$ cat config.mk
export PLATFORM = sky130hd
export DESIGN_NAME = dpll_status_irq_regs
export DESIGN_NICKNAME = d
export VERILOG_FILES = /design/src/pkg/dpll_regs_pkg.sv /design/src/pkg/latch_if.sv /design/src/change_latch.sv /design/src/dpll_status_irq_regs.sv
export SDC_FILE = /design/constraint.sdc
export NUM_CORES = 1
export LEC_CHECK = 0
export ABC_AREA = 1
export ABC_CLOCK_PERIOD_IN_PS = 4500
export BUFFER_PORTS_ARGS = -buffer_cell sky130_fd_sc_hd__buf_2
export CORE_ASPECT_RATIO = 0.5
export CORE_MARGIN = 1.5
export CORE_UTILIZATION = 45
export CTS_BUF_LIST = sky130_fd_sc_hd__clkbuf_2 sky130_fd_sc_hd__clkbuf_4 sky130_fd_sc_hd__clkbuf_8
export CTS_CLUSTER_DIAMETER = 40
export DETAILED_ROUTE_END_ITERATION = 12
export GPL_TIMING_DRIVEN = 0
export PLACE_DENSITY = 0.68
export SLEW_MARGIN = 0
export SYNTH_ARGS = -nofsm -noshare
export SYNTH_HDL_FRONTEND = slang
export SYNTH_SLANG_ARGS = --single-unit
$ cat constraint.sdc
create_clock -name clk_sys -period 4.5 [get_ports clk_sys]
set_input_delay 0.225 -clock clk_sys [delete_from_list [all_inputs] [get_ports clk_sys]]
set_output_delay 0.225 -clock clk_sys [all_outputs]
set_load 0.005 [all_outputs]
$ cat src/pkg/dpll_regs_pkg.sv
// constants for the loop status, interrupt enable and readout register slice
`default_nettype none
package dpll_regs_pkg;
  // register port widths, event count, lanes per readout and readout count
  localparam int ADDR_W    = 9;
  localparam int DATA_W    = 8;
  localparam int WORD_W    = 32;
  localparam int NOMINAL_W = 40;
  localparam int EVT_N     = 6;
  localparam int LANE_N    = 4;
  localparam int READOUT_N = 2;

  // register offsets
  localparam logic [8:0] OFS_RT_STATE   = 9'h056;
  localparam logic [8:0] OFS_RT_LIMIT   = 9'h057;
  localparam logic [8:0] OFS_LAT_STATE  = 9'h059;
  localparam logic [8:0] OFS_LAT_LIMIT  = 9'h05a;
  localparam logic [8:0] OFS_IE_STATE   = 9'h05b;
  localparam logic [8:0] OFS_IE_LIMIT   = 9'h05c;
  localparam logic [8:0] OFS_LOOP_TUNING_OFFSET_B0    = 9'h065;
  localparam logic [8:0] OFS_LOOP_TUNING_OFFSET_B1    = 9'h066;
  localparam logic [8:0] OFS_LOOP_TUNING_OFFSET_B2    = 9'h067;
  localparam logic [8:0] OFS_LOOP_TUNING_OFFSET_B3    = 9'h068;
  localparam logic [8:0] OFS_PHASE_B0   = 9'h07d;
  localparam logic [8:0] OFS_PHASE_B1   = 9'h07e;
  localparam logic [8:0] OFS_PHASE_B2   = 9'h07f;
  localparam logic [8:0] OFS_PHASE_B3   = 9'h080;

  // field positions: an event's index equals its bit position in its register
  localparam int BIT_LOCK_LOSS   = 5;
  localparam int BIT_TRACKING    = 4;
  localparam int BIT_KEEP_STATE  = 3;
  localparam int BIT_LOOP_TUNING_OFFSET_LIMIT  = 2;
  localparam int BIT_LOOP_TUNING_OFFSET_SLEW   = 1;
  localparam int BIT_PHASE_SLOPE = 0;

  // implemented bits of the state and limit registers
  localparam logic [7:0] STATE_MASK = 8'h38;
  localparam logic [7:0] LIMIT_MASK = 8'h07;

  // reset values and the unmapped read value
  localparam logic [7:0]  IE_RESET      = 8'h00;
  localparam logic [31:0] READOUT_RESET = 32'h0000_0000;
  localparam logic [7:0]  UNMAPPED_READ = 8'h00;

  // phase readout scale: one count is 2 to this power nanoseconds
  localparam int PHASE_LSB_EXP_NS = -10;

  // readout snapshot state
  typedef enum logic [0:0] {
    CAP_IDLE = 1'b0,
    CAP_OPEN = 1'b1
  } cap_state_t;
endpackage
`default_nettype wire

$ cat src/pkg/latch_if.sv
// carrier between the register slice and its change latch
`default_nettype none
interface latch_if;
  logic [5:0] indicator;  // real-time indicators, same clock
  logic [5:0] clear;      // write-one-to-clear pulses
  logic [5:0] latched;    // sticky change bits
  modport regs_side  (output indicator, output clear, input latched);
  modport latch_side (input indicator, input clear, output latched);
endinterface
`default_nettype wire

$ cat src/change_latch.sv
// sticky change-of-state latch for the loop status indicators
`default_nettype none
module change_latch
  import dpll_regs_pkg::*;
(
  input  wire logic       clk_sys,
  input  wire logic       rst,
  latch_if.latch_side     lif
);
  logic             primed;
  logic [EVT_N-1:0] prev;
  logic [EVT_N-1:0] latched;
  logic [EVT_N-1:0] toggled;
  logic [EVT_N-1:0] next_latched;

  // no toggle is reported on the first cycle: prev holds a reset value, not history
  assign toggled      = primed ? (lif.indicator ^ prev) : '0;
  // a toggle in the clearing cycle still sets the bit
  assign next_latched = (latched & ~lif.clear) | toggled;
  assign lif.latched  = latched;

  // history and sticky bits
  always_ff @(posedge clk_sys or posedge rst) begin
    if (rst) begin
      primed  <= 1'b0;
      prev    <= '0;
      latched <= '0;
    end else begin
      primed  <= 1'b1;
      prev    <= lif.indicator;
      latched <= next_latched;
    end
  end
endmodule
`default_nettype wire

$ cat src/dpll_status_irq_regs.sv
// loop status, interrupt enable and coherent readout register slice
`default_nettype none
module dpll_status_irq_regs
  import dpll_regs_pkg::*;
(
  input  wire logic                 clk_sys,
  input  wire logic                 rst,
  input  wire logic [ADDR_W-1:0]    reg_addr,
  input  wire logic                 reg_wr,
  input  wire logic [DATA_W-1:0]    reg_wdata,
  input  wire logic                 reg_rd,
  output logic      [DATA_W-1:0]    reg_rdata,
  output logic                      reg_rvalid,
  input  wire logic                 loss_of_lock_now,
  input  wire logic                 tracking_state,
  input  wire logic                 digital_keep_state,
  input  wire logic                 loop_tuning_offset_limit_active,
  input  wire logic                 loop_tuning_offset_slew_limit_active,
  input  wire logic                 phase_slope_limit_active,
  input  wire logic [WORD_W-1:0]    loop_tuning_offset,
  input  wire logic [WORD_W-1:0]    loop_phase_value,
  input  wire logic [NOMINAL_W-1:0] nominal_tuning_word,
  output logic                      channel_loop_irq_flag,
  output logic      [NOMINAL_W-1:0] loop_tuning_word
);

  // window test, shared by both readouts
  function automatic logic in_window(input logic [ADDR_W-1:0] addr,
                                     input logic [ADDR_W-1:0] base);
    logic [ADDR_W-1:0] diff;
    diff      = addr - base;
    in_window = (addr >= base) && (diff < ADDR_W'(LANE_N));
  endfunction

  // byte lane inside a readout window
  function automatic logic [1:0] lane_of(input logic [ADDR_W-1:0] addr,
                                         input logic [ADDR_W-1:0] base);
    logic [ADDR_W-1:0] diff;
    diff    = addr - base;
    lane_of = diff[1:0];
  endfunction

  latch_if lif ();

  // enable registers, stored already masked so unused bits read zero
  logic [DATA_W-1:0] ie_state;
  logic [DATA_W-1:0] ie_limit;
  logic [DATA_W-1:0] next_ie_state;
  logic [DATA_W-1:0] next_ie_limit;

  // write strobes
  logic wr_ie_state;
  logic wr_ie_limit;
  logic wr_lat_state;
  logic wr_lat_limit;

  // interrupt path
  logic [EVT_N-1:0] enables;
  logic [EVT_N-1:0] gated;
  logic             next_irq;

  // read path
  logic [DATA_W-1:0] next_rdata;
  logic [DATA_W-1:0] rt_state_val;
  logic [DATA_W-1:0] rt_limit_val;
  logic [DATA_W-1:0] lat_state_val;
  logic [DATA_W-1:0] lat_limit_val;

  // readout snapshots, index 0 frequency offset, index 1 phase
  logic [WORD_W-1:0]    live      [READOUT_N];
  logic [ADDR_W-1:0]    base      [READOUT_N];
  logic [WORD_W-1:0]    snap      [READOUT_N];
  logic [LANE_N-1:0]    seen      [READOUT_N];
  cap_state_t           cap_state [READOUT_N];
  logic                 hit       [READOUT_N];
  logic [DATA_W-1:0]    rd_byte   [READOUT_N];

  // actual tuning word
  logic [NOMINAL_W-1:0] next_tuning_word;

  // indicators and write-one-to-clear pulses go to the change latch
  assign lif.indicator = {loss_of_lock_now, tracking_state, digital_keep_state,
                          loop_tuning_offset_limit_active, loop_tuning_offset_slew_limit_active,
                          phase_slope_limit_active};

  // address decode for writes; readout offsets take no write at all
  assign wr_ie_state  = reg_wr && (reg_addr == OFS_IE_STATE);
  assign wr_ie_limit  = reg_wr && (reg_addr == OFS_IE_LIMIT);
  assign wr_lat_state = reg_wr && (reg_addr == OFS_LAT_STATE);
  assign wr_lat_limit = reg_wr && (reg_addr == OFS_LAT_LIMIT);

  // each clear pulse is limited to the bits its register holds
  assign lif.clear = {wr_lat_state ? reg_wdata[BIT_LOCK_LOSS:BIT_KEEP_STATE] : 3'b000,
                      wr_lat_limit ? reg_wdata[BIT_LOOP_TUNING_OFFSET_LIMIT:BIT_PHASE_SLOPE] : 3'b000};

  change_latch u_change_latch (
    .clk_sys (clk_sys),
    .rst     (rst),
    .lif     (lif)
  );

  // new enable values; unused bits are dropped on the way in
  assign next_ie_state = wr_ie_state ? (reg_wdata & STATE_MASK) : ie_state;
  assign next_ie_limit = wr_ie_limit ? (reg_wdata & LIMIT_MASK) : ie_limit;

  // enable registers
  always_ff @(posedge clk_sys or posedge rst) begin
    if (rst) begin
      ie_state <= IE_RESET;
      ie_limit <= IE_RESET;
    end else begin
      ie_state <= next_ie_state;
      ie_limit <= next_ie_limit;
    end
  end

  // event index equals bit position, so the two enables just merge
  assign enables = ie_state[EVT_N-1:0] | ie_limit[EVT_N-1:0];
  assign gated   = lif.latched & enables;

  // loop flag follows any enabled latched bit
  assign next_irq = gated[BIT_LOCK_LOSS]
                  | gated[BIT_TRACKING]
                  | gated[BIT_KEEP_STATE]
                  | gated[BIT_LOOP_TUNING_OFFSET_LIMIT]
                  | gated[BIT_LOOP_TUNING_OFFSET_SLEW]
                  | gated[BIT_PHASE_SLOPE];

  // live readout sources and their windows
  assign live[0] = loop_tuning_offset;
  assign live[1] = loop_phase_value;
  assign base[0] = OFS_LOOP_TUNING_OFFSET_B0;
  assign base[1] = OFS_PHASE_B0;

  // one snapshot engine per readout
  genvar k;
  generate
    for (k = 0; k < READOUT_N; k++) begin : g_readout
      logic [1:0]        lane;
      logic              capture;
      logic [WORD_W-1:0] next_snap;
      logic [LANE_N-1:0] lane_bit;
      logic [LANE_N-1:0] marked;
      logic              done;

      assign hit[k]    = reg_rd && in_window(reg_addr, base[k]);
      assign lane      = lane_of(reg_addr, base[k]);
      assign lane_bit  = LANE_N'(1) << lane;
      // a fresh sequence, or a repeat of a byte already read, takes a new copy
      assign capture   = hit[k] && ((cap_state[k] == CAP_IDLE) || (|(seen[k] & lane_bit)));
      assign next_snap = capture ? live[k] : snap[k];
      assign marked    = (capture ? '0 : seen[k]) | lane_bit;
      assign done      = &marked;
      // the byte read comes from the copy taken for this very read, or from the held copy if this read takes none
      assign rd_byte[k] = next_snap[lane*DATA_W +: DATA_W];

      // snapshot word and the bytes of it already handed out
      always_ff @(posedge clk_sys or posedge rst) begin
        if (rst) begin
          snap[k]      <= READOUT_RESET;
          seen[k]      <= '0;
          cap_state[k] <= CAP_IDLE;
        end else if (hit[k]) begin
          snap[k]      <= next_snap;
          seen[k]      <= done ? '0 : marked;
          cap_state[k] <= done ? CAP_IDLE : CAP_OPEN;
        end
      end
    end
  endgenerate

  // status register images
  assign rt_state_val  = {2'b00, loss_of_lock_now, tracking_state, digital_keep_state, 3'b000};
  assign rt_limit_val  = {5'b00000, loop_tuning_offset_limit_active, loop_tuning_offset_slew_limit_active,
                          phase_slope_limit_active};
  assign lat_state_val = {2'b00, lif.latched[BIT_LOCK_LOSS:BIT_KEEP_STATE], 3'b000};
  assign lat_limit_val = {5'b00000, lif.latched[BIT_LOOP_TUNING_OFFSET_LIMIT:BIT_PHASE_SLOPE]};

  // read decode; unmapped offsets answer zero
  always_comb begin
    if (!reg_rd) begin
      next_rdata = reg_rdata;
    end else if (reg_addr == OFS_RT_STATE) begin
      next_rdata = rt_state_val;
    end else if (reg_addr == OFS_RT_LIMIT) begin
      next_rdata = rt_limit_val;
    end else if (reg_addr == OFS_LAT_STATE) begin
      next_rdata = lat_state_val;
    end else if (reg_addr == OFS_LAT_LIMIT) begin
      next_rdata = lat_limit_val;
    end else if (reg_addr == OFS_IE_STATE) begin
      next_rdata = ie_state;
    end else if (reg_addr == OFS_IE_LIMIT) begin
      next_rdata = ie_limit;
    end else if (hit[0]) begin
      next_rdata = rd_byte[0];
    end else if (hit[1]) begin
      next_rdata = rd_byte[1];
    end else begin
      next_rdata = UNMAPPED_READ;
    end
  end

  // signed offset widened onto the 40-bit nominal word
  assign next_tuning_word = nominal_tuning_word
                          + {{(NOMINAL_W-WORD_W){loop_tuning_offset[WORD_W-1]}},
                             loop_tuning_offset};

  // registered outputs
  always_ff @(posedge clk_sys or posedge rst) begin
    if (rst) begin
      reg_rdata             <= '0;
      reg_rvalid            <= 1'b0;
      channel_loop_irq_flag <= 1'b0;
      loop_tuning_word      <= '0;
    end else begin
      reg_rdata             <= next_rdata;
      reg_rvalid            <= reg_rd;
      channel_loop_irq_flag <= next_irq;
      loop_tuning_word      <= next_tuning_word;
    end
  end
endmodule
`default_nettype wire
# After elaboration in Yosys (flattened, before gate mapping)
# Index checks and enable logic that the tools add are counted.
[op_classes]
add_sub_neg = 3
n_lt_le_gt_ge = 4
n_eq_ne = 6
shifts = 4
muxes = 19
n_bitwise = 17
n_reduce_logical = 16
[ops]
columns = ["op", "count"]
rows = [
  ["32-bit 2-to-1 mux", 2],
  ["8-bit 2-to-1 mux", 8],
  ["32-bit by 6-bit indexed part select with 8-bit output", 2],
  ["9-bit by 7-bit equality test with 1-bit output (second input constant)", 6],
  ["40-bit adder", 1],
  ["9-bit by 7-bit >= comparator with 1-bit output (second input constant)", 2],
  ["9-bit by 3-bit < comparator with 1-bit output (second input constant)", 2],
  ["9-bit by 7-bit subtractor with 9-bit output (second input constant)", 2],
  ["4-bit 2-to-1 mux", 4],
  ["6-bit AND", 2],
  ["1-bit logical AND", 10],
  ["4-bit AND", 2],
  ["4-bit bitwise OR", 2],
  ["4-bit AND reduction", 2],
  ["4-bit OR reduction", 2],
  ["1-bit by 2-bit << shifter with 4-bit output (first input constant)", 2],
  ["3-bit 2-to-1 mux", 2],
  ["6-bit 2-to-1 mux", 1],
  ["6-bit inverter", 1],
  ["6-bit by 3-bit bitwise OR with 6-bit output", 1],
  ["6-bit bitwise OR", 1],
  ["6-bit bitwise XOR", 1],
  ["1-bit bitwise OR", 5],
  ["1-bit logical OR", 2],
  ["2 further kinds", 4],
]
[totals]
ff_bits = 143
inputBits = 131
output_inout_bits = 50
word_cells = 84

# Depth between registers and ports, before layout
[logic_depth]
depth_word = 16
ltp_mapped = 26
ltp_nobuf = 24

# Cells and area by module
# Synthesis repeated with hierarchy kept, for this count alone.
[hier_totals]
cells_unflattened = 1245
area_unflattened_um2 = 9102.5
[by_module_without_submodules]
columns = ["module", "n_inst", "cells_per_inst", "area_per_inst_um2"]
rows = [
  ["dpll_status_irq_regs", 1, 1182, 8582.0],
  ["change_latch", 1, 63, 520.5],
]

# Worst setup path after synthesis
# No wires, ideal clock.
[synth_timing]
path_kind = "input-to-reg"
startpoint = "in reg_addr[0]"
endpoint = "reg reg_rdata[3]"
setup_ns = 0.113
arrival_time_ns = 2.651
setup_slack_ns = 1.736
cell_stages = 23
path_buffers = 4
cell_sequence = "clkinv_1 -> clkbuf_1 -> buf_2 -> ha_1 -> inv_2 -> nand2_1 -> nand2_1 -> nand2_1 -> nand2_1 -> nor2_1 -> nand3_1 -> nor2_4 -> nand3_2 -> buf_4 -> buf_2 -> o211ai_1 -> nand3_1 -> nand3_1 -> nand3_1 -> nand2_1 -> nand3_1 -> nand2_1 -> inv_1"
[synth_via]
elab_chain_cells = 16
[synth_lines]
columns = ["element", "line", "source"]
rows = [
  ["start, declared", "dpll_status_irq_regs.sv:8", "input wire logic [ADDR_W-1:0] reg_addr,"],
  ["branches (longest 15 deep; another with 9-bit by 7-bit subtractor with 9-bit output)", "--", ""],
  ["8-bit 2-to-1 mux (*)", "dpll_status_irq_regs.sv:183", "end else if (reg_addr == OFS_RT_STATE) begin"],
  ["end signal, assigned", "dpll_status_irq_regs.sv:217", "reg_rdata <= next_rdata;"],
  ["end, declared", "dpll_status_irq_regs.sv:12", "output logic [DATA_W-1:0] reg_rdata,"],
]
# Mark *: on every way between the ends.
# A chain may end at the register's enable or synchronous reset.

# Worst setup path in the final report
# Same ends and word-level chain as after synthesis.

==> metrics.md <==
| Metric | Value |
|---|---|
| Antenna Cells | 0 |
| Maximum capacitance violations | 0 |
| Syn. warnings | 0 |
| Final Skew | roughly 16 ps |
| Worst setup SP type | primary input |
| Routed WL per cell | 15.9 µm |
| Fillcell total | between 1.5k and 2k |
| Placer Congestion | around 0.89 |
| Via Count | 8386 |
| Maximum VDD drop | roughly 0.18 mV |
| Initial core utilization | 46.8% |
| Layout cells sized above 1 | around a fifth |
| Mean Syn Cell Area | just under 8 µm² |
| Worst Slack Setup Final | approximately 760 ps |
| Fin. max-slew vios | 0 |
| Final setup violation count | 0 |
| Hold WC Path Type | in2reg |
| I/O pins | 181 |
| Area of the multi-input gates | 4460 µm² |
| P_leak | between 5 and 6 nW |
| Htree depth | 4 |
| Overflow after GRT | 0 |
| CP Buf/Inv Count | 7 |
| Die Wd | ~200 µm |
| Syn_nets | ~1.3k |
| ANT nets after route | 0 |
| Largest net degree at the start of global routing | 74 |
| Critical Path Sink Type | flop |
| CTS Buffer Depth | 2 |
| Synth unique cells | between 40 and 50 |
| Detail Placement HPWL | 20300 µm |
| Register Area | about 3600 µm² |
| Final Instance Count excl. Fillers | around 1.6k |
| CP max FO | 12 |
| Post-Layout Inst Area | 10700 µm² |
| Post-synthesis instance area | roughly 8800 µm² |
| Final Hold Viols | 0 |
| DIE HEIGHT | 102 µm |
| Synth Flop Type | dfrtp_1 |
| Setup WS pre-CTS | ~430 ps |
| Core area | around 19000 µm² |
| Gr usage total | a little over a quarter |
| Worst skew pair latency | about 450 ps |
| Detailed Route WL | 25800 µm |
| Placed Cells | between 1.5k and 2k |
| CTS Buf Count | 17 |
| Hold WS | between 15 and 20 ps |
| CTS sink cnt | around 140 |
| Placed cell area | 10000 µm² |
| Crit path top cell by count | nand2_1 |
| Slowest-stage cell, CP | nor4_1 |
| Initial antenna violation count | 0 |
| Final period util | approximately 83% |
| Seq/Total Area, Yosys | 40.7% |
| First-pass GRT wire length | ~42000 µm |
| Final Critical Period | 3740 ps |
| Drt via density | 5.16 |
| TritonRoute pass-1 iters | 5 |
| Worst-margin pin slew | slightly above 800 ps |
| Vias in the first global route | about 8.0k |
| Post-synth ARST share | 100% |
| Setup repair after global routing missed its margin | no |
| Power Dens Cells | ~340 nW/µm² |
| Yosys reg bits | roughly 140 |
| Maximum clock frequency | about 0.27 GHz |
| Reg clk slew, reported paths | about 90 ps |
| Critical path class | in2reg |
| DRC | 0 |
| FP Rows | 35 |
| Worst Path Required | about 4900 ps |
| Post-CTS sizing | 0 |
| Number of flops mapped to enable cells by yosys | 0 |
| CTS root buf | clkbuf_8 |
| TritonCTS clock tree | done |
| Synth Instances | between 1k and 1.5k |
| Setup bufs post-CTS | 0 |
| Run status | complete, no violations |
| CP delay by family, top | simple AND/OR/NAND/NOR gates |
| Setup TNS | 0 ps |
| Nets | around 1.5k |
| Area grow syn2layout | 21.3% |
| Port bufs | between 150 and 200 |
| Critical path's largest stage delay | roughly 740 ps |
| CP cell instances | buf_2 > clkinv_1 > clkbuf_1 > buf_2 > ha_1 > inv_2 > nand2_1 > nand2_1 > nor2_2 > nand2_1 > nor4_1 > buf_2 > nand3_1 > nand3_1 > nand2_1 > nand3_1 > nand2_1 > inv_1 |
| Die area | between 20000 and 25000 µm² |
| Initial DRC Count | 449 |
| Crit path arrival time | approximately 4100 ps |
| Slew margin rel. | between 40 and 50% |
## worst min-delay path: cells and delay by family
family / cells / cell delay (ps)
buffers and inverters: 1 / 70
and+or+nand+nor: 2 / 120
## cells in the mapped netlist (2+ instances only)
cell type | number | share of area (%)
a21o_1 | 3 | 0.26
a21oi_1 | 62 | 3.5
a21oi_2 | 4 | 0.40
a221oi_1 | 2 | 0.20
a31oi_1 | 6 | 0.43
and2_1 | 16 | 1.1
buf_2 | 11 | 0.63
buf_4 | 4 | 0.34
buf_6 | 6 | 0.77
clkbuf_1 | 11 | 0.47
dfrtp_1 | 143 | 41
ha_1 | 44 | 6.3
inv_1 | 140 | 6.0
inv_2 | 8 | 0.34
nand2_1 | 295 | 13
nand2_2 | 4 | 0.28
nand3_1 | 107 | 6.1
nand3_2 | 2 | 0.23
nand4_1 | 20 | 1.4
nor2_1 | 60 | 2.6
nor2_2 | 3 | 0.21
nor2_4 | 3 | 0.38
nor3_1 | 5 | 0.28
nor4_1 | 5 | 0.36
o211ai_1 | 15 | 1.3
o21a_1 | 30 | 2.6
o21ai_0 | 51 | 2.9
o21ai_1 | 6 | 0.34
o21ai_2 | 2 | 0.20
o21bai_1 | 2 | 0.17
o221a_2 | 2 | 0.26
o221ai_1 | 2 | 0.20
o22ai_1 | 7 | 0.50
or2_2 | 5 | 0.36
xnor2_1 | 17 | 1.7
xor2_1 | 25 | 2.5
## repair_timing
action                                  CTS  global route
hold buffers                             17             4
endpoints found under the setup margin    0             0
endpoints found under the hold margin    86             4
## cells in the final DEF (no fill, tap or decap), types with 7 or more instances in the layout
cell type and instances:
o21ai_0 51, clkbuf_8 19, ha_1 44, clkbuf_1 11
nand2_1 295, buf_2 184, o22ai_1 7, xor2_1 25
nor2_1 60, o211ai_1 15, dfrtp_1 143, o21a_1 30
a21oi_1 62, inv_2 8, and2_1 16, inv_1 139
nand4_1 20, xnor2_1 17, nand3_1 107, dlygate4sd3_1 21
## registers in the layout, indices dropped and copies added, names as in the netlist
name                        cells
seen                            8
channel_loop_irq_flag           1
u_change_latch.prev             6
ie_state                        3
snap                           64
ie_limit                        3
u_change_latch.lif.latched      6
reg_rdata                       8
reg_rvalid                      1
cap_state                       2
u_change_latch.primed           1
loop_tuning_word               40
## through the flow
| stage | utilization, % | total power [W] |
|---|---|---|
| finish | 56.8 | 0.00363 |
| global route | 56.8 | 0.00384 |
| CTS | 56.6 | 0.00365 |
| detailed placement | 53.3 | 0.00245 |
| global placement | 53.2 | 0.00244 |
| floorplan | - | 0.00213 |
## power by group
part           internal [W]  leakage [nW]  switching, W
Sequential          0.00148          1.67     0.0000621
Combinational      0.000372          3.64      0.000544
Clock              0.000636         0.215      0.000539
Total               0.00249          5.52       0.00115
## routing by layer
layer	GRT usage, %	vias to the layer above	routed length [µm]
li1	-	4163	-
met1	37.0	3942	12500
met3	6.89	17	2090
met2	40.8	264	11100
met4	4.86	0	199
met5	0	-	0
## area by class of cell
| type | instances | area share (%) |
|---|---|---|
| plain buffers | 33 | 1.85 |
| clock buffers | 19 | 2.45 |
| clock inverters | 12 | 1.71 |
| inverters | 149 | 5.29 |
| multi-input cells | 815 | 41.8 |
| flip-flops and latches | 143 | 33.5 |
| well taps | 259 | 3.04 |
| repair buffers | 195 | 10.3 |
## path summary, 6_finish.rpt
check | from | to | slack, ps | cells after the start
max | reg_addr[0] | reg_rdata[3] | 760 | 18
min | loop_phase_value[19] | snap[19] | 20 | 3
max reg2reg | seen[1] | reg_rdata[6] | 2120 | 15
min reg2reg | snap[63] | snap[63] | 470 | 2
max in group asynchronous | rst | loop_tuning_word[29] | 3250 | 4
min in group asynchronous | rst | snap[11] | 440 | 3
## cells by family (layout without fill, tap and decap cells)
logic type / after synthesis / in the layout / share of synthesized area [%]
flops: 143 / 143 / 40.7
buf+inv: 182 / 408 / 8.61
xor+xnor: 42 / 42 / 4.18
other cells: 1 / 1 / 0.0426
compound gates: 198 / 198 / 13.7
fa+ha+maj: 45 / 45 / 6.49
simple gates: 529 / 529 / 26.3
Power figures use the tool's default switching activity.
